## src/rtc_serial_pkg.sv

```systemverilog
// Shared constants and carrier types for the two-wire slave port of the real-time clock.
package rtc_serial_pkg;
	localparam logic [6:0] SLAVE_ADDR = 7'h68;
	localparam int REG_COUNT = 8;
	localparam logic [2:0] ADDR_SECONDS = 3'h0;
	localparam logic [2:0] ADDR_LAST_CLOCK = 3'h6;
	localparam logic [2:0] ADDR_CALIB = 3'h7;
	localparam logic [2:0] BIT_LAST = 3'h7;
	localparam logic [7:0] BYTE_RESET = 8'h00;

	typedef enum logic [2:0] {
		ST_IDLE = 3'b000,
		ST_SLAVE = 3'b001,
		ST_ACK_TX = 3'b010,
		ST_WORD = 3'b011,
		ST_DATA_RX = 3'b100,
		ST_DATA_TX = 3'b101,
		ST_ACK_RX = 3'b110
	} port_state_t;

	typedef struct packed {
		logic scl;
		logic sda;
	} line_pair_t;

	typedef struct packed {
		logic [2:0] addr;
		logic [7:0] data;
		logic strobe;
	} reg_write_t;
endpackage

```

## src/rtc_two_wire_slave_port.sv

```systemverilog
// Two-wire slave port that gives a bus master access to seven clock registers and a calibration register.
`timescale 1ns/10ps
module rtc_two_wire_slave_port (
	input wire logic i_clk,
	input wire logic i_rst_n,
	input wire logic i_scl,
	input wire logic i_sda,
	output logic o_sda_out,
	output logic o_sda_oe,
	input wire logic [7:0] i_live_time [rtc_serial_pkg::REG_COUNT-1],
	input wire logic i_live_valid,
	output rtc_serial_pkg::reg_write_t o_wr,
	output logic o_time_reload,
	output logic o_update_hold,
	output logic [7:0] o_calib
);
	import rtc_serial_pkg::*;

	logic rst_meta;
	logic rst_n;
	line_pair_t sync1;
	line_pair_t sync2;
	line_pair_t prev;
	port_state_t state;
	logic [2:0] bit_cnt;
	logic [7:0] shreg;
	logic [2:0] pointer;
	logic reading;
	logic rw_bit;
	logic [7:0] regs [REG_COUNT];
	logic start_seen;
	logic stop_seen;
	logic scl_rise;
	logic scl_fall;
	logic have_bits;
	logic acked;
	logic byte_done;
	logic [7:0] tx_byte;
	port_state_t ack_src;

	function automatic logic [2:0] next_addr(input logic [2:0] a);
		next_addr = (a == ADDR_CALIB) ? ADDR_SECONDS : a + 3'h1;
	endfunction

	function automatic logic is_rx_state(input port_state_t s);
		is_rx_state = (s == ST_SLAVE) || (s == ST_WORD) || (s == ST_DATA_RX);
	endfunction

	function automatic logic is_clock_addr(input logic [2:0] a);
		is_clock_addr = (a <= ADDR_LAST_CLOCK);
	endfunction

	always_ff @(posedge i_clk or negedge i_rst_n) begin
		if (!i_rst_n) begin
			rst_meta <= 1'b0;
			rst_n <= 1'b0;
		end else begin
			rst_meta <= 1'b1;
			rst_n <= rst_meta;
		end
	end

	// Bus lines idle high; the first stage feeds only the second.
	always_ff @(posedge i_clk or negedge rst_n) begin
		if (!rst_n) begin
			sync1 <= '{scl: 1'b1, sda: 1'b1};
			sync2 <= '{scl: 1'b1, sda: 1'b1};
			prev <= '{scl: 1'b1, sda: 1'b1};
		end else begin
			sync1 <= '{scl: i_scl, sda: i_sda};
			sync2 <= sync1;
			prev <= sync2;
		end
	end

	assign start_seen = prev.scl && sync2.scl && prev.sda && !sync2.sda;
	assign stop_seen = prev.scl && sync2.scl && !prev.sda && sync2.sda;
	assign scl_rise = !prev.scl && sync2.scl;
	assign scl_fall = prev.scl && !sync2.scl;

	// A byte is complete only once bits were shifted; the clock fall that ends a
	// start condition must not be taken for the end of a byte.
	assign byte_done = is_rx_state(state) && scl_fall && have_bits && bit_cnt == 3'h0;
	assign tx_byte = regs[pointer];

	// Transfer framing: start and stop override every state.
	always_ff @(posedge i_clk or negedge rst_n) begin
		if (!rst_n) begin
			state <= ST_IDLE;
			ack_src <= ST_IDLE;
		end else if (stop_seen) begin
			state <= ST_IDLE;
		end else if (start_seen) begin
			state <= ST_SLAVE;
		end else begin
			unique case (state)
			ST_IDLE: begin
				state <= ST_IDLE;
			end
			ST_SLAVE: begin
				if (byte_done) begin
					if (shreg[7:1] != SLAVE_ADDR) begin
						state <= ST_IDLE;
					end else begin
						ack_src <= ST_SLAVE;
						state <= ST_ACK_TX;
					end
				end
			end
			ST_WORD, ST_DATA_RX: begin
				if (byte_done) begin
					ack_src <= state;
					state <= ST_ACK_TX;
				end
			end
			ST_ACK_TX: begin
				if (scl_fall) begin
					if (ack_src == ST_SLAVE && rw_bit) begin
						state <= ST_DATA_TX;
					end else if (ack_src == ST_SLAVE) begin
						state <= ST_WORD;
					end else begin
						state <= ST_DATA_RX;
					end
				end
			end
			ST_DATA_TX: begin
				if (scl_fall && bit_cnt == BIT_LAST) begin
					state <= ST_ACK_RX;
				end
			end
			ST_ACK_RX: begin
				if (scl_rise && sync2.sda) begin
					state <= ST_IDLE;
				end else if (scl_fall && acked) begin
					state <= ST_DATA_TX;
				end
			end
			default: begin
				state <= ST_IDLE;
			end
			endcase
		end
	end

	// Received bits shift in on the rising clock; sent bits shift out after each fall.
	always_ff @(posedge i_clk or negedge rst_n) begin
		if (!rst_n) begin
			bit_cnt <= 3'h0;
			shreg <= BYTE_RESET;
			have_bits <= 1'b0;
		end else if (start_seen || stop_seen) begin
			bit_cnt <= 3'h0;
			have_bits <= 1'b0;
		end else if (is_rx_state(state)) begin
			if (scl_rise) begin
				shreg <= {shreg[6:0], sync2.sda};
				bit_cnt <= bit_cnt + 3'h1;
				have_bits <= 1'b1;
			end else if (byte_done) begin
				have_bits <= 1'b0;
			end
		end else if (state == ST_ACK_TX && scl_fall) begin
			bit_cnt <= 3'h0;
			shreg <= {tx_byte[6:0], 1'b0};
		end else if (state == ST_DATA_TX && scl_fall) begin
			bit_cnt <= bit_cnt + 3'h1;
			shreg <= {shreg[6:0], 1'b0};
		end else if (state == ST_ACK_RX && scl_fall && acked) begin
			bit_cnt <= 3'h0;
			shreg <= {tx_byte[6:0], 1'b0};
		end
	end

	// Data line drive; every change but the release at a start or stop follows a clock fall,
	// so apart from that release the line is quiet while the clock is high.
	always_ff @(posedge i_clk or negedge rst_n) begin
		if (!rst_n) begin
			o_sda_out <= 1'b1;
			o_sda_oe <= 1'b0;
		end else if (start_seen || stop_seen) begin
			o_sda_oe <= 1'b0;
		end else if (byte_done && (state != ST_SLAVE || shreg[7:1] == SLAVE_ADDR)) begin
			o_sda_out <= 1'b0;
			o_sda_oe <= 1'b1;
		end else if (state == ST_ACK_TX && scl_fall) begin
			o_sda_out <= tx_byte[BIT_LAST];
			o_sda_oe <= (ack_src == ST_SLAVE) && rw_bit;
		end else if (state == ST_DATA_TX && scl_fall) begin
			o_sda_out <= shreg[BIT_LAST];
			o_sda_oe <= (bit_cnt != BIT_LAST);
		end else if (state == ST_ACK_RX && scl_fall && acked) begin
			o_sda_out <= tx_byte[BIT_LAST];
			o_sda_oe <= 1'b1;
		end
	end

	// Only the low bits of the word address select one of the eight locations.
	always_ff @(posedge i_clk or negedge rst_n) begin
		if (!rst_n) begin
			pointer <= ADDR_SECONDS;
		end else if (state == ST_WORD && byte_done) begin
			pointer <= shreg[2:0];
		end else if (state == ST_ACK_TX && scl_fall && ack_src == ST_DATA_RX) begin
			pointer <= next_addr(pointer);
		end else if (state == ST_ACK_RX && scl_rise && !sync2.sda) begin
			pointer <= next_addr(pointer);
		end
	end

	always_ff @(posedge i_clk or negedge rst_n) begin
		if (!rst_n) begin
			rw_bit <= 1'b0;
		end else if (state == ST_SLAVE && byte_done) begin
			rw_bit <= shreg[0];
		end
	end

	// The freeze starts as soon as a read is addressed at a clock register, or at the acknowledge that steps onto one, before its first bit leaves.
	always_ff @(posedge i_clk or negedge rst_n) begin
		if (!rst_n) begin
			reading <= 1'b0;
		end else if (start_seen || stop_seen) begin
			reading <= 1'b0;
		end else if (state == ST_SLAVE && byte_done && shreg == {SLAVE_ADDR, 1'b1}) begin
			reading <= is_clock_addr(pointer);
		end else if (state == ST_ACK_RX && scl_rise) begin
			reading <= !sync2.sda && is_clock_addr(next_addr(pointer));
		end
	end

	// Keeps a master acknowledge until its clock pulse falls.
	always_ff @(posedge i_clk or negedge rst_n) begin
		if (!rst_n) begin
			acked <= 1'b0;
		end else if (state != ST_ACK_RX || start_seen || stop_seen) begin
			acked <= 1'b0;
		end else if (scl_rise) begin
			acked <= !sync2.sda;
		end
	end

	assign o_calib = regs[ADDR_CALIB];

	logic wr_fire;
	assign wr_fire = (state == ST_DATA_RX) && byte_done;

	// Write path: store the byte at the eighth clock fall; advance the pointer when the acknowledge clock falls.
	always_ff @(posedge i_clk or negedge rst_n) begin
		if (!rst_n) begin
			o_wr <= '0;
			o_time_reload <= 1'b0;
		end else begin
			o_wr.strobe <= wr_fire;
			o_wr.addr <= pointer;
			o_wr.data <= shreg;
			o_time_reload <= wr_fire && is_clock_addr(pointer);
		end
	end

	always_ff @(posedge i_clk or negedge rst_n) begin
		if (!rst_n) begin
			o_update_hold <= 1'b0;
		end else begin
			o_update_hold <= reading && !stop_seen;
		end
	end

	// Register image: writes land here, live counts refresh clock slots unless frozen.
	genvar g;
	generate
		for (g = 0; g < REG_COUNT; g++) begin : g_reg
			if (g < REG_COUNT - 1) begin : g_clock
				always_ff @(posedge i_clk or negedge rst_n) begin
					if (!rst_n) begin
						regs[g] <= BYTE_RESET;
					end else if (wr_fire && pointer == 3'(g)) begin
						regs[g] <= shreg;
					end else if (i_live_valid && !reading) begin
						regs[g] <= i_live_time[g];
					end
				end
			end else begin : g_calib
				always_ff @(posedge i_clk or negedge rst_n) begin
					if (!rst_n) begin
						regs[g] <= BYTE_RESET;
					end else if (wr_fire && pointer == 3'(g)) begin
						regs[g] <= shreg;
					end
				end
			end
		end
	endgenerate
endmodule // rtc_two_wire_slave_port

```

## config.mk

```make
export PLATFORM = sky130hd
export DESIGN_NAME = rtc_two_wire_slave_port
export DESIGN_NICKNAME = d
export VERILOG_FILES = /design/src/rtc_serial_pkg.sv /design/src/rtc_two_wire_slave_port.sv
export SDC_FILE = /design/constraint.sdc
export NUM_CORES = 1
export LEC_CHECK = 0
export CAP_MARGIN = 20
export CORE_UTILIZATION = 49
export CTS_BUF_LIST = sky130_fd_sc_hd__clkbuf_8
export CTS_CLUSTER_DIAMETER = 100
export DETAILED_ROUTE_END_ITERATION = 8
export DONT_BUFFER_PORTS = 1
export PLACE_DENSITY = 0.72
export SYNTH_ARGS = -nofsm -noshare
export SYNTH_HDL_FRONTEND = slang
export SYNTH_SLANG_ARGS = --single-unit
```

## constraint.sdc

```tcl
create_clock -name i_clk -period 4.3 [get_ports i_clk]
set_input_delay 0.645 -clock i_clk [delete_from_list [all_inputs] [get_ports i_clk]]
set_output_delay 0.645 -clock i_clk [all_outputs]
set_load 0.005 [all_outputs]
```

==> metrics.md <==
| Metric | Value |
|---|---|
| Status | `finished, final reports clean` |
| Vias in the first global route | `just under 4000` |
| Final slew viol count | `0` |
| Area grow syn2layout | `3.13%` |
| Crit. End Element | `flip-flop` |
| Routed Antenna Nets | `0` |
| CP max FO | `16` |
| R2r setup slk | `1660 ps` |
| Post-CTS Setup Bufs | `0` |
| Vias per inst | `just over 6` |
| Seq pwr share | `between 50 and 60%` |
| Starting Density | `50.1%` |
| Syn Nets | `610` |
| Relative slew slack | `32.3%` |
| R2R Path Start | `state[2]` |
| Initial antenna violation count | `0` |
| Net Switching | `1.27 mW` |
| Share of layout cells above drive strength 1 | `10.9%` |
| Total of max-cap violations | `0` |
| CTS root buf | `clkbuf_8` |
| Synthesized area | `5720 um^2` |
| Seq/Total Area, Yosys | `between 40% and 50%` |
| FILL cells | `1020` |
| Fin. Hold Viols | `0` |
| # rows | `39` |
| Largest net degree at the start of global routing | `80` |
| Total GRT Usage | `around 24%` |
| Detailed Route Iter0 Violations | `slightly below 400` |
| Max VDD drop | `between 0.2 and 0.3 mV` |
| Unique masters post-synth | `56` |
| HP Class | `flip-flop to asynchronous set/reset pin` |
| Worst clock skew | `16.2 ps` |
| Port bufs | `0` |
| Post-synth EDFFs | `0` |
| Critical Path RT | `4530 ps` |
| Worst R2R Path Depth | `5` |
| Final min period | `2640 ps` |
| Avg Inst Size Synth | `roughly 11 um^2` |
| Placed insts | `640` |
| Die X | `110 um` |
| Combinational power share | `a little under a third` |
| Pwr Density | `558 nW/um^2` |
| Max Buffers Root-to-Sink | `2` |
| Register Area | `2820 um^2` |
| Lkg Pwr | `2.68 nW` |
| Cts bufs inserted | `9` |
| Final core utilization | `51.7%` |
| GRT overflow | `0` |
| DP Wirelength | `roughly 9300 um` |
| # setup viols final | `0` |
| DRT Wirelength | `13500 um` |
| RSZ-0062 raised after global routing | `no` |
| Yosys top cell area share | `a little under half` |
| Post-CTS sizing | `0` |
| Synth area leader | `dfrtp_1` |
| Die span in y | `110 um` |
| Crit Path Class | `flip-flop to flip-flop` |
| GP Congestion | `approximately 0.87` |
| Max H-tree Level | `3` |
| CTS tree | `yes` |
| Antenna diodes | `0` |
| Asr flop ratio synth | `100%` |
| Area contributors post-synth | `dfrtp_1 (46%), mux2i_1 (11%), mux4_2 (6.3%)` |
| Die Area | `12100 um^2` |
| Clock share of power | `between 15 and 20%` |
| Yosys synthesis warning count | `0` |
| Critical Path AT | `2870 ps` |
| Via count | `3980` |
| Setup crit start kind | `flip-flop` |
| Synth Register Bits | `112` |
| Setup TNS | `0 ps` |
| Hold_buf cts | `1` |
| Nets | `581` |
| Drt wl/cell | `20.6 um` |
| Worst skew pair latency | `380 ps` |
| Core Box Area | `11400 um^2` |
| Drt drc | `0` |
| First-pass iteration count of the detailed router | `5` |
| First-pass GRT wire length | `21600 um` |
| FMAX | `0.379 GHz` |
| Worst-path clk slew | `around 100 ps` |
| Most used DFF post-synth | `dfrtp_1` |
| Tcrit/Tclk final | `61.4%` |
| I/O pin count | `85` |
| Reg2reg end | `regs[31]` |
| Switching Share | `38.5%` |
| Total internal power | `2.03 mW` |
| Multi-input gate area | `around 2600 um^2` |
| Slew @ Worst Pin | `1020 ps` |
| Post-Synthesis Cells | `540` |
| CTS Sinks | `112` |
| Final Non-Filler Cells | `657` |
registers in the layout, summed over array words and instances, names as in the netlist, 2 cells and up:
| name | flops |
|---|---|
| ack_src | 3 |
| bit_cnt | 3 |
| o_calib | 8 |
| o_wr | 12 |
| pointer | 3 |
| prev | 2 |
| regs | 56 |
| shreg | 8 |
| state | 3 |
| sync1 | 2 |
| sync2 | 2 |
synth_stat cells, types with 3 or more instances:
library cell / number
mux2_2: 8
dfrtp_1: 105
inv_1: 13
a31oi_1: 3
mux2i_1: 60
o21ai_0: 34
mux4_2: 16
nand2b_1: 6
ha_1: 9
a21o_1: 3
a211oi_1: 3
o31ai_1: 8
dfstp_2: 7
buf_4: 12
nor2b_1: 6
a21oi_1: 42
nor2_1: 50
and3_1: 12
nand2_1: 57
clkbuf_1: 19
buf_2: 13
nand3_1: 9
logic make-up (layout without fill, tap and decap cells):
kind of cell	after synthesis	count (layout)	synth area share, %
compound gates	111	111	11.8
other cells	1	1	0.0656
mux	84	84	18.4
buf+inv	59	33	5.08
fa+ha+maj	9	9	1.97
flops	112	112	49.2
simple gates	163	163	13.4
xor+xnor	1	1	0.153
cell usage in the layout, fill, tap and decap left out, types with 8 or more instances in the layout:
| master | netlist | routed |
|---|---|---|
| dfrtp_1 | 105 | 104 |
| mux2i_1 | 60 | 60 |
| nand2_1 | 57 | 57 |
| nor2_1 | 50 | 50 |
| a21oi_1 | 42 | 42 |
| o21ai_0 | 34 | 34 |
| mux4_2 | 16 | 16 |
| inv_1 | 13 | 15 |
| and3_1 | 12 | 12 |
| clkbuf_8 | 0 | 10 |
| nand3_1 | 9 | 9 |
| ha_1 | 9 | 9 |
| mux2_2 | 8 | 8 |
| o31ai_1 | 8 | 8 |
area by class of cell:
type	count	area share, %
multi-input combinational	369	44.5
inverter	13	0.827
clock inverter	4	0.424
tap	143	3.03
timing repair buffer	6	1.15
sequential	112	47.7
clock buffer	10	2.33
how the worst max path moves through the flow:
stage | startpoint | end | slack (ps) | depth (start not counted)
after floorplan | rst_n | ack_src[0] | 960 | 0
after global placement | pointer[0] | reading | 1810 | 8
after detailed placement | state[2] | regs[26] | 1700 | 5
after CTS | state[2] | regs[26] | 1700 | 5
after global routing | state[2] | regs[21] | 1350 | 5
final | state[2] | regs[31] | 1660 | 5
worst max-delay path: stages, from the launching register on:
cell and delay (ps):
dfrtp_1 590, or3b_1 450, nor3_2 530, nand3_1 610, nor2_1 240, a21oi_1 70
power by group through the flow:
stage               Clock, mW  Sequential, mW  Combinational, mW
floorplan                   0            1.45              0.967
CTS                     0.574            1.71               1.00
detailed placement          0            1.73              0.993
finish                  0.557            1.71               1.03
global placement            0            1.71              0.969
global route            0.608            1.75               1.15
per-stage QoR:
stage / total power [mW] / worst slack [ps] / cell area [um^2] / hold WS [ps]
after CTS: 3.29 / 1700 / 5860 / 255
after detailed placement: 2.73 / 1700 / 5690 / 341
final: 3.29 / 1660 / 5900 / 135
after floorplan: 2.42 / 961 / 5720 / 331
after global routing: 3.51 / 1350 / 5900 / 164
after global placement: 2.68 / 1810 / 5690 / 341
routing by layer:
layer | GRT usage (%) | wire, um | vias up
met4 | 10.2 | 328 | 0
met2 | 35.8 | 6180 | 158
li1 | - | - | 1841
met1 | 34.3 | 5920 | 1955
met3 | 5.35 | 1080 | 26
met5 | 0 | 0 | -
No activity file was read; power rests on OpenSTA's default activity.
